$ cat src/include/ato_pkg.sv
// Package of constants for the async turn-on override block
package ato_pkg;
   // Register bus geometry
   localparam int unsigned ADDR_W = 8;
   localparam int unsigned DATA_W = 32;

   // Register offsets (byte addresses, one aligned word each)
   localparam logic [7:0] OFS_CONTROL = 8'h00;
   localparam logic [7:0] OFS_STATUS_WORD_ONE = 8'h04;
   localparam logic [7:0] OFS_STATUS_WORD_FOUR = 8'h08;

   // Control register fields
   localparam int unsigned CTL_DESATURATION_DETECT_EN_BIT = 0;
   localparam int unsigned CTL_SENSE_EN_BIT = 1;
   localparam int unsigned CTL_VH_UVLO_EN_BIT = 2;
   localparam int unsigned CTL_W = 3;
   localparam logic [2:0] CTL_RESET = 3'h7;

   // Status word one fields
   localparam int unsigned ST1_DESATURATION_DETECT_FLAG_BIT = 0;
   localparam int unsigned ST1_OC_FLAG_BIT = 1;

   // Status word four fields
   localparam int unsigned ST4_ASYNC_LEVEL_BIT = 0;
   localparam int unsigned ST4_OVERRIDE_ON_BIT = 1;
   localparam int unsigned ST4_TRIPPED_BIT = 2;
   localparam int unsigned ST4_REARM_PEND_BIT = 3;

   // Pre-driver levels: both low turns the external switch on
   localparam logic [1:0] DRIVE_SWITCH_ON = 2'h0;
   localparam logic [1:0] DRIVE_SWITCH_OFF = 2'h3;

   // Override state machine, one-hot
   typedef enum logic [2:0] {
      ATO_IDLE = 3'b001,
      ATO_ON = 3'b010,
      ATO_TRIP = 3'b100
   } ato_state_t;
endpackage

$ cat src/rtl/ato_sync.sv
// Two-flop level synchroniser
`timescale 1ns/10ps
`default_nettype none
module ato_sync (
   // Clock and reset
   input wire logic clock,
   input wire logic rst_n,
   // Level in and out
   input wire logic din,
   output logic dout
);
   logic meta_q;
   logic sync_q;

   always_ff @(posedge clock or negedge rst_n) begin
      if (!rst_n) begin
         meta_q <= 1'b0;
         sync_q <= 1'b0;
      end else begin
         meta_q <= din;
         sync_q <= meta_q;
      end
   end

   assign dout = sync_q;
endmodule
`default_nettype wire

$ cat src/rtl/ato_top.sv
// Async turn-on override logic of the high-voltage side driver
//
// Summary of operation
// - Async input high forces switch on
// - Works without primary logic supply present
// - Primary side faults never affect override
// - Needs both HV supplies up, started
// - Safe state drives outputs low, overrides
// - Positive supply undervoltage or range gating
// - Inhibited by overvoltage or thermal shutdown
// - Protection event turns off, sets flag
// - Only fresh rising edge re-enables after trip
// - Flag clear keeps present switch state
// - Override works in configuration mode too
// - Input level mirrored in status word four
`timescale 1ns/10ps
`default_nettype none
module ato_top (
   // Clock and reset
   input wire logic clock,
   input wire logic reset_n,
   // Register port
   input wire logic [7:0] reg_addr,
   input wire logic [31:0] reg_wdata,
   input wire logic reg_write,
   input wire logic reg_read,
   output logic [31:0] reg_rdata,
   // Controller inputs
   input wire logic async_turn_on_input,
   input wire logic shutdown_input,
   input wire logic in_plus,
   input wire logic in_minus,
   input wire logic flag_clear_operation,
   input wire logic config_mode,
   // High-voltage side supply and thermal conditions
   input wire logic positive_gate_supply_present,
   input wire logic isolated_regulator_supply_present,
   input wire logic hv_startup_done,
   input wire logic positive_gate_supply_uvlo,
   input wire logic positive_gate_supply_in_range,
   input wire logic positive_gate_supply_ovlo,
   input wire logic thermal_shutdown,
   input wire logic hv_hardware_safe_state,
   // Protection detectors
   input wire logic desaturation_detect,
   input wire logic overcurrent_detect,
   // Pre-driver outputs
   output logic predrive_output_a,
   output logic predrive_output_b,
   // Fault flags and async input level bit
   output logic desaturation_fault_flag,
   output logic overcurrent_fault_flag,
   output logic async_input_level_bit
);
   // Reset release
   logic rst_meta_q;
   logic rst_sync_n_q;

   always_ff @(posedge clock or negedge reset_n) begin
      if (!reset_n) begin
         rst_meta_q <= 1'b0;
         rst_sync_n_q <= 1'b0;
      end else begin
         rst_meta_q <= 1'b1;
         rst_sync_n_q <= rst_meta_q;
      end
   end

   // Input synchronisation and edge detection
   logic async_s;
   logic async_prev_q;
   wire async_rise;

   ato_sync u_async_sync (
      .clock(clock),
      .rst_n(rst_sync_n_q),
      .din(async_turn_on_input),
      .dout(async_s)
   );

   always_ff @(posedge clock or negedge rst_sync_n_q) begin
      if (!rst_sync_n_q) begin
         async_prev_q <= 1'b0;
      end else begin
         async_prev_q <= async_s;
      end
   end

   // One edge, one event: detection runs on the settled copy only
   assign async_rise = async_s & ~async_prev_q;

   // Control register
   logic [2:0] ctl_q;
   logic [2:0] ctl_d;
   wire wr_control;
   wire desaturation_detect_en;
   wire sense_en;
   wire vh_uvlo_en;

   assign wr_control = reg_write & (reg_addr == ato_pkg::OFS_CONTROL);
   assign ctl_d = wr_control ? reg_wdata[2:0] : ctl_q;
   assign desaturation_detect_en = ctl_q[ato_pkg::CTL_DESATURATION_DETECT_EN_BIT];
   assign sense_en = ctl_q[ato_pkg::CTL_SENSE_EN_BIT];
   assign vh_uvlo_en = ctl_q[ato_pkg::CTL_VH_UVLO_EN_BIT];

   always_ff @(posedge clock or negedge rst_sync_n_q) begin
      if (!rst_sync_n_q) begin
         ctl_q <= ato_pkg::CTL_RESET;
      end else begin
         ctl_q <= ctl_d;
      end
   end

   // Permission for the override.
   // Only HV-side conditions enter here; nothing from the primary
   // side is sampled, so a missing or faulty primary cannot block it.
   wire hv_supplies_ready;
   wire vh_ok;
   wire ato_inhibit;
   wire ato_allowed;

   assign hv_supplies_ready = positive_gate_supply_present & isolated_regulator_supply_present
                              & hv_startup_done;
   assign vh_ok = vh_uvlo_en ? ~positive_gate_supply_uvlo : positive_gate_supply_in_range;
   assign ato_inhibit = positive_gate_supply_ovlo | thermal_shutdown;
   // Negative supply, link and warning faults are left out on purpose; the regulator supply must be present
   assign ato_allowed = hv_supplies_ready & vh_ok & ~ato_inhibit;

   // Protection events
   wire desaturation_detect_event;
   wire oc_event;
   wire prot_event;

   assign desaturation_detect_event = desaturation_detect_en & desaturation_detect;
   assign oc_event = sense_en & overcurrent_detect;
   assign prot_event = desaturation_detect_event | oc_event;

   // Override state machine.
   // Config mode is not an input here: the override runs in every mode.
   ato_pkg::ato_state_t state_q;
   ato_pkg::ato_state_t state_d;

   always_comb begin
      state_d = state_q;
      case (state_q)
         ato_pkg::ATO_IDLE: begin
            // Flags are not consulted, so a set flag cannot block turn-on
            if (async_s && ato_allowed && !prot_event) begin
               state_d = ato_pkg::ATO_ON;
            end
         end
         ato_pkg::ATO_ON: begin
            if (prot_event) begin
               state_d = ato_pkg::ATO_TRIP;
            end else if (!async_s || !ato_allowed) begin
               state_d = ato_pkg::ATO_IDLE;
            end
         end
         ato_pkg::ATO_TRIP: begin
            // A held level stays off; a new edge is needed
            if (async_rise && ato_allowed && !prot_event) begin
               state_d = ato_pkg::ATO_ON;
            end else if (!async_s) begin
               state_d = ato_pkg::ATO_IDLE;
            end
         end
         default: begin
            state_d = ato_pkg::ATO_IDLE;
         end
      endcase
   end

   always_ff @(posedge clock or negedge rst_sync_n_q) begin
      if (!rst_sync_n_q) begin
         state_q <= ato_pkg::ATO_IDLE;
      end else begin
         state_q <= state_d;
      end
   end

   wire override_on;
   wire tripped;

   assign override_on = (state_q == ato_pkg::ATO_ON);
   assign tripped = (state_q == ato_pkg::ATO_TRIP);

   // Fault flags: a set in the clearing cycle wins over the clear.
   // The state machine never reads them, so a clear while the input
   // is high leaves the switch exactly where it is.
   logic desaturation_detect_flag_q;
   logic desaturation_detect_flag_d;
   logic oc_flag_q;
   logic oc_flag_d;

   assign desaturation_detect_flag_d = desaturation_detect_event | (desaturation_detect_flag_q & ~flag_clear_operation);
   assign oc_flag_d = oc_event | (oc_flag_q & ~flag_clear_operation);

   always_ff @(posedge clock or negedge rst_sync_n_q) begin
      if (!rst_sync_n_q) begin
         desaturation_detect_flag_q <= 1'b0;
         oc_flag_q <= 1'b0;
      end else begin
         desaturation_detect_flag_q <= desaturation_detect_flag_d;
         oc_flag_q <= oc_flag_d;
      end
   end

   // Re-arm after a flag clear for the normal input path.
   // Pending until the controller shows a safe input pattern with
   // the async input low; until then normal turn-on is held off.
   logic rearm_pend_q;
   logic rearm_pend_d;
   wire rearm_pattern;

   assign rearm_pattern = ~async_s & (~shutdown_input | in_minus | ~in_plus);
   assign rearm_pend_d = flag_clear_operation | (rearm_pend_q & ~rearm_pattern);

   always_ff @(posedge clock or negedge rst_sync_n_q) begin
      if (!rst_sync_n_q) begin
         rearm_pend_q <= 1'b0;
      end else begin
         rearm_pend_q <= rearm_pend_d;
      end
   end

   // Normal input-controlled drive, used when the override is idle
   wire normal_on;

   assign normal_on = shutdown_input & in_plus & ~in_minus & ~desaturation_detect_flag_q & ~oc_flag_q
                      & ~rearm_pend_q & ~prot_event & ~tripped;

   // Output selection: safe state first, then override, then normal.
   // Outputs are registered, so a trip costs one clock of latency.
   logic [1:0] drive_q;
   logic [1:0] drive_d;
   wire switch_on;

   assign switch_on = hv_hardware_safe_state | (override_on & ~prot_event) | normal_on;
   assign drive_d = switch_on ? ato_pkg::DRIVE_SWITCH_ON : ato_pkg::DRIVE_SWITCH_OFF;

   always_ff @(posedge clock or negedge rst_sync_n_q) begin
      if (!rst_sync_n_q) begin
         drive_q <= ato_pkg::DRIVE_SWITCH_OFF;
      end else begin
         drive_q <= drive_d;
      end
   end

   // Level bit register
   logic level_q;

   always_ff @(posedge clock or negedge rst_sync_n_q) begin
      if (!rst_sync_n_q) begin
         level_q <= 1'b0;
      end else begin
         level_q <= async_s;
      end
   end

   // Register read path
   logic [31:0] rdata_q;
   logic [31:0] rdata_d;
   wire [31:0] rd_control;
   wire [31:0] rd_status_one;
   wire [31:0] rd_status_four;
   wire sel_control;
   wire sel_status_one;
   wire sel_status_four;

   assign rd_control = {29'h0, ctl_q};
   assign rd_status_one = {30'h0, oc_flag_q, desaturation_detect_flag_q};
   assign rd_status_four = {28'h0, rearm_pend_q, tripped, override_on, level_q};
   assign sel_control = (reg_addr == ato_pkg::OFS_CONTROL);
   assign sel_status_one = (reg_addr == ato_pkg::OFS_STATUS_WORD_ONE);
   assign sel_status_four = (reg_addr == ato_pkg::OFS_STATUS_WORD_FOUR);
   // Unmapped addresses read zero; data stands for one cycle only
   assign rdata_d = !reg_read ? 32'h0000_0000 :
                    sel_control ? rd_control :
                    sel_status_one ? rd_status_one :
                    sel_status_four ? rd_status_four : 32'h0000_0000;

   always_ff @(posedge clock or negedge rst_sync_n_q) begin
      if (!rst_sync_n_q) begin
         rdata_q <= 32'h0000_0000;
      end else begin
         rdata_q <= rdata_d;
      end
   end

   // Output wiring, all from flops
   assign reg_rdata = rdata_q;
   assign predrive_output_a = drive_q[1];
   assign predrive_output_b = drive_q[0];
   assign desaturation_fault_flag = desaturation_detect_flag_q;
   assign overcurrent_fault_flag = oc_flag_q;
   assign async_input_level_bit = level_q;
endmodule
`default_nettype wire

$ cat config.mk
export PLATFORM = sky130hd
export DESIGN_NAME = ato_top
export DESIGN_NICKNAME = d
export VERILOG_FILES = /design/src/include/ato_pkg.sv /design/src/rtl/ato_sync.sv /design/src/rtl/ato_top.sv
export SDC_FILE = /design/constraint.sdc
export NUM_CORES = 1
export LEC_CHECK = 0
export ABC_CLOCK_PERIOD_IN_PS = 800
export BUFFER_PORTS_ARGS = -buffer_cell sky130_fd_sc_hd__buf_2
export CORE_MARGIN = 2
export CORE_UTILIZATION = 25
export DETAILED_ROUTE_END_ITERATION = 7
export PLACE_DENSITY = 0.66
export SKIP_CTS_REPAIR_TIMING = 1
export SLEW_MARGIN = 20
export SYNTH_ARGS = -nofsm -noshare
export SYNTH_HDL_FRONTEND = slang
export SYNTH_SLANG_ARGS = --single-unit
$ cat constraint.sdc
create_clock -name clock -period 0.8 [get_ports clock]
set_input_delay 0.04 -clock clock [delete_from_list [all_inputs] [get_ports clock]]
set_output_delay 0.04 -clock clock [all_outputs]
set_load 0.02 [all_outputs]
==> results of run 1 <==
-- report_power, final --
group	leakage (nW)	switching [mW]	internal (mW)
Sequential	0.226	0.0212	1.00
Combinational	0.541	0.279	0.204
Clock	0.0255	0.343	0.347
Total	0.793	0.644	1.55
-- worst max-delay path, stage by stage, from the launching register on --
cell,delay (ns)
dfstp_2,0.37
a22oi_2,0.23
nand4_2,0.17
o31ai_1,0.26
a211oi_1,0.10
-- per-layer routing --
metal	wire [um]	vias to the layer above
met3	162	5
met4	40	0
li1	-	444
met5	0	-
met1	1019	418
met2	1231	40
-- synth_stat cells (all sizes together) --
master    n
o211ai    1
a2111oi   1
o22ai     1
a22oi     1
buf      29
o31ai     2
o21ai     4
dfstp     5
and3b     1
a32o      1
conb      2
a21oi     2
o31a      1
a211oi    1
a2bb2oi   1
nor4      2
nand4     2
dfrtp    14
inv       4
nor2      7
o2bb2ai   1
nand3     1
or2       1
mux2i     1
nor3b     1
nor3      6
mux2      3
nand2b    6
nand2     6
-- layout make-up --
type,instances,area share
repair buffers,62,0.2883
clock buffers,3,0.02517
inverters,4,0.009153
clock inverters,1,0.003051
multi-input cells,83,0.3379
flip-flops and latches,19,0.2967
well taps,52,0.03966
-- worst paths after layout --
path	slack, ns	end
setup / recovery	-0.40	state_q[0]$_DFFE_PN1P_
hold / removal	0.01	overcurrent_fault_flag$_DFF_PN0_
setup reg to reg	-0.40	state_q[0]$_DFFE_PN1P_
hold reg to reg	0.19	state_q[1]$_DFFE_PN0P_
max in group asynchronous	0.36	ctl_q[1]$_DFFE_PN1P_
min in group asynchronous	0.09	rst_meta_q$_DFF_PN0_
-- kinds of logic (layout without fill, tap and decap cells) --
group,Yosys count,in the layout,synth area share
simple gates,33,33,0.1799
buf+inv,33,70,0.2131
flops,19,19,0.4410
compound gates,17,17,0.1191
mux,4,4,0.04009
other cells,2,29,0.006875
-- per-stage QoR --
stage                     hold WS [ns]  TNS [ns]  instances  worst slack, ns
final                          0.01200    -3.142        224          -0.3982
after global routing          0.004155    -4.129        224          -0.5155
after CTS                      -0.4608    -3.560        218          -0.4076
after detailed placement       -0.1720    -3.106        214          -0.4013
after global placement         -0.1741    -2.867        214          -0.3854
after floorplan                -0.2556    -1.703        135          -0.3574
==> summary.md, run 1 <==
| Metric | Value |
|---|---|
| Outcome | `complete, but fails checks` |
| Failing checks | `negative setup slack` |
| Top achievable clock speed | `around 0.83 GHz` |
| Worst EP required | `0.98 ns` |
| Max reg flops | `4` |
| Port buffer count | `38` |
| Nets | `233` |
| Worst Path Arrival | `roughly 1.4 ns` |
| Finish-stage setup viols | `21` |
| PwrDens | `1340 mW/mm^2` |
| Via count | `around 910` |
| Die Span Y | `about 70 um` |
| Clk_skew | `0.003644 ns` |
| Register Area | `486.7 sq um` |
| Post-Syn Area | `0.001092 sq mm` |
| Crit path kind | `reg -> reg` |
| Fin util | `0.3820` |
| Max Cap Viol | `0` |
| H-tree depth | `1` |
| Register area share after synthesis | `0.4410` |
| Final non-filler cell area | `0.001640 sq mm` |
| CP startpoint kind | `flip-flop` |
| Pwr Total | `2.198 mW` |
| Clock Latency Late Sink | `0.26 ns` |
| Diodes inserted | `0` |
| Synth area leaders | `dfrtp_1 32%, buf_4 20%, dfstp_2 12%, nand2b_1 3.4%, mux2_2 3.1%` |
| Critical path origin | `ctl_q[1]$_DFFE_PN1P_` |
| Tightest Hold Check Type | `in -> reg` |
| Fin. Hold Viols | `0` |
| Max VDD drop | `a little under 1 mV` |
| R2r startpoint | `ctl_q[1]$_DFFE_PN1P_` |
| Synth-to-layout area growth | `50.17%` |
| Worst R2R Path Depth | `4` |
| Vias in the first global route | `833` |
| Post-route setup slack | `-0.3982 ns` |
| Grt peak-use layer | `met2` |
| Reg clk slew, reported paths | `0.08 ns` |
| Met1 Use GR | `0.1284` |
| Largest net degree at the start of global routing | `18` |
| Leakage Power | `approximately 0.8 nW` |
| FF+latch count, synth | `19` |
| Fillers | `437` |
| Commonest cells after routing, fill and taps aside | `29 x conb_1, 28 x buf_2, 18 x buf_6` |
| Hold path cells | `3` |
| Fin crit share | `1.498` |
| Met2 Use GR | `0.1577` |
| DP Area | `0.001404 sq mm` |
| Full die area | `0.004914 sq mm` |
| Post-route minimum period | `1.198 ns` |
| Avg Inst Size Synth | `10.11 sq um` |
| Gpl congestion | `0.8637` |
| Top Ports | `a little under 100` |
| Cell taking the most area after synthesis | `dfrtp_1` |
| Commonest non-fill, non-tap cell in the layout | `conb_1` |
| Iter 0 DRT Violations | `11` |
| Die X-Extent | `70.10 um` |
| Unrepaired setup endpoints after global routing | `yes` |
| First-pass DRT Iterations | `4` |
| CP endpoint kind | `flip-flop` |
| CTS tree | `yes` |
| Slew Limit Fails | `0` |
| Met3 Resource Use GR | `0.03319` |
| Core box area | `about 0.0043 sq mm` |
| CTS Root Cell | `clkbuf_8` |
| Total CTS buffers | `3` |
| Final ANT Viol Nets | `0` |
| Crit Path Max Fanout | `4` |
| HP Start | `overcurrent_detect` |
| Warnings from Yosys | `0` |
| Routed len/inst | `10.96 um` |
| Dpl hpwl | `1.957 mm` |
| Final wirelength | `2.454 mm` |
| Synthesized instance count | `108` |
| First-pass GRT wire length | `3.788 mm` |
| GR Overflow Total | `0` |
| Yosys top cell area share | `0.3207` |
| GRT Util Overall | `0.1015` |
| DRC errors left | `0` |
| Clock sinks | `19` |
| CTS max path bufs | `2` |
| Proportion of layout cells with a drive suffix above 1 | `0.5523` |
| Post-synth cell types | `31` |
| FP Rows | `24` |
| Antenna violations before repair | `0` |
| Multi-input gate area | `554.3 sq um` |
| Via/cell ratio | `4.049` |
| Initial core utilization | `0.2544` |
(Power assumes the default switching activity.)
==> run 2, diff against run 1 <==
- PLACE_DENSITY: 0.66 -> 0.6
- SYNTH_HIERARCHICAL: default -> 1
==> summary.md, run 2 <==
| Metric | Value |
|---|---|
| CTS tree | `yes` |
| Worst R2R Path Depth | `4 (unchanged)` |
| Top_reg_cell synth | `dfrtp_1` |
| WL met2 | `1.206 mm (-2.0%)` |
| Die Span Y | `69.80 um (-0.44%)` |
| Full die area | `0.004871 sq mm (-0.87%)` |
| Diodes inserted | `0 (unchanged)` |
| M1 WL | `1.072 mm (+5.2%)` |
| Fin crit share | `1.485 (-0.01308)` |
| Post-route minimum period | `1.188 ns (-0.01046 ns)` |
| Hold WS | `0.01941 ns (+0.007409 ns)` |
| Synth area leaders | `dfrtp_1 32%, buf_4 20%, dfstp_2 12%, nor2_1 3.1%, mux2_1 3.1%` |
| Finish-stage setup viols | `18 (-14%)` |
| Most frequent cell after synthesis | `buf_4` |
| GRT Util Overall | `0.08855 (-0.01291)` |
| Top achievable clock speed | `0.8419 GHz (+0.88%)` |
| Clock Latency Late Sink | `0.25 ns (about the same)` |
| CTS max path bufs | `2 (unchanged)` |
| Fin util | `0.4149 (+0.03289)` |
| Leakage Power | `0.8594 nW (+8.4%)` |
| Critical path origin | `state_q[0]$_DFFE_PN1P_` |
| Crit path kind | `reg -> reg` |
| Nets | `238 (+2.1%)` |
| Commonest cells after routing, fill and taps aside | `29 x conb_1, 27 x buf_2, 20 x buf_4` |
| Die X-Extent | `69.80 um (-0.44%)` |
| Synth cell count leaders | `29 x buf_4, 14 x dfrtp_1, 9 x nor2_1` |
| Outcome | `complete, but fails checks` |
| FP Rows | `23 (-4.2%)` |
| Post-Syn Area | `0.001082 sq mm (-0.92%)` |
| Pwr Total | `2.184 mW (-0.66%)` |
| Total CTS buffers | `3 (unchanged)` |
| Fin. Hold Viols | `0 (unchanged)` |
| Max VDD drop | `0.9069 mV (-8.7%)` |
| CP startpoint kind | `flip-flop` |
| Final ANT Viol Nets | `0 (unchanged)` |
| Register-to-Register Setup Slack | `-0.39 ns (about the same)` |
| Cell Count, Final, Fillers Out | `227 (+1.3%)` |
| Cell taking the most area after synthesis | `dfrtp_1` |
| Top routing layer in use | `met4` |
| Placed cell count | `218 (+1.9%)` |
| Proportion of layout cells with a drive suffix above 1 | `0.5650 (+0.01265)` |
| GR Overflow Total | `0 (unchanged)` |
| Reg clk slew, reported paths | `0.07 ns (about the same)` |
| CP endpoint kind | `flip-flop` |
| Via/cell ratio | `4.035 (-0.34%)` |
| Warnings from Yosys | `6 (+6)` |
| Clk_skew | `0.0006556 ns (-0.002988 ns)` |
| DRC errors left | `0 (unchanged)` |
| Max reg flops | `4 (unchanged)` |
| Post-synth cell types | `31 (unchanged)` |
| Gpl congestion | `0.9711 (+12%)` |
| Crit Path Max Fanout | `3 (-1)` |
| Final wirelength | `2.503 mm (+2.0%)` |
| Vias in the first global route | `802 (-3.7%)` |
| WL met3 | `208 um (+28%)` |
| R2r startpoint | `state_q[0]$_DFFE_PN1P_` |
| Async S/R FF share, synth | `1.000 (unchanged)` |
| Top Ports | `97 (unchanged)` |
| Avg Inst Size Synth | `10.02 sq um (-0.92%)` |
| Critical Path End | `state_q[2]$_DFFE_PN0P_` |
| Tightest Hold Check Type | `in -> reg` |
| Iter 0 DRT Violations | `15 (+4)` |
| Hold path cells | `2 (-1)` |
| Synth-to-layout area growth | `56.65%` |
| Core box area | `0.004086 sq mm (-4.8%)` |
| Dpl hpwl | `1.927 mm (-1.5%)` |
| Initial core utilization | `0.2648 (+0.01048)` |
| Unrepaired setup endpoints after global routing | `yes` |
| Clock sinks | `19 (unchanged)` |
| H-tree depth | `1 (unchanged)` |
| Antenna violations before repair | `0 (unchanged)` |
| Worst EP required | `0.94 ns (-0.04 ns)` |
| Routed len/inst | `11.03 um (+0.65%)` |
| Failing checks | `negative setup slack` |
| Post-route setup slack | `-0.3878 ns (+0.01046 ns)` |
| Largest net degree at the start of global routing | `18 (unchanged)` |
| Register area share after synthesis | `0.4451 (+0.004079)` |
| PwrDens | `1288 mW/mm^2 (-3.9%)` |
| CTS Root Cell | `clkbuf_8` |
| Slew Limit Fails | `0 (unchanged)` |
| Port buffer count | `38 (unchanged)` |
| Commonest non-fill, non-tap cell in the layout | `conb_1` |
| First-pass DRT Iterations | `4 (unchanged)` |
| First-pass GRT wire length | `3.422 mm (-9.7%)` |
| Worst Path Arrival | `1.32 ns (-0.06 ns)` |
| Via count | `916 (+0.99%)` |
| Capture point of the worst reg-to-reg path | `state_q[2]$_DFFE_PN0P_` |
| Max Cap Viol | `0 (unchanged)` |
| Setup tns final | `-3.390 ns (-0.2480 ns)` |
| FF+latch count, synth | `19 (unchanged)` |
| Synthesized instance count | `108 (unchanged)` |
| Post-synth EDFFs | `0 (unchanged)` |
| Yosys top cell area share | `0.3237 (+0.002966)` |
[run 2: metrics by stage]
step	setup slack, ns	area, sq um
2_1_floorplan	-0.3066	1214
3_5_place_dp	-0.3773	1431
4_1_cts	-0.3936	1476
5_1_grt	-0.4293	1695
6_report	-0.3878	1695
3_3_place_gp	-0.3661	1431
[run 2: how the worst min path moves through the flow]
stage	endpoint	slack [ns]	from
after global placement	rst_meta_q$_DFF_PN0_	-0.17	reset_n
final	ctl_q[1]$_DFFE_PN1P_	0.02	reg_wdata[1]
after CTS	rst_meta_q$_DFF_PN0_	-0.45	reset_n
after floorplan	rst_meta_q$_DFF_PN0_	-0.26	reset_n
after global routing	ctl_q[0]$_DFFE_PN1P_	0.01	reg_wdata[0]
after detailed placement	rst_meta_q$_DFF_PN0_	-0.17	reset_n
[run 2: area by class of cell]
type / count / area (sq um)
tap: 50 / 62.56
multi-input combinational: 83 / 571.8
inverter: 3 / 11.26
sequential: 19 / 486.7
timing repair buffer: 68 / 518.0
fill: 398 / 2391
clock buffer: 4 / 45.04
[run 2: per-layer routing]
metal,vias up,GRT usage
met5,-,0
met4,0,0.02564
met3,2,0.03634
met2,45,0.1397
met1,422,0.1109
li1,447,-
[run 2: power by group]
part	switching [mW]	total, mW	internal [mW]
sequential	0.0323	1.04	1.01
combinational	0.277	0.501	0.224
clock	0.288	0.641	0.353
[run 2: kinds of logic (layout without fill, tap and decap cells)]
group | after synthesis | in the layout | share of synthesized area
AO/OA/AOI/OAI | 17 | 17 | 0.1064
buffers and inverters | 33 | 75 | 0.2150
flip-flops | 19 | 19 | 0.4451
multiplexers | 6 | 6 | 0.05896
other | 2 | 29 | 0.006939
AND/OR/NAND/NOR | 31 | 31 | 0.1676
[run 2: worst max-delay path, cell delays in order, from the launching register on]
cell	delay (ns)
dfstp_2	0.55
nand2b_4	0.16
nor3b_4	0.05
buf_4	0.13
o22a_1	0.19
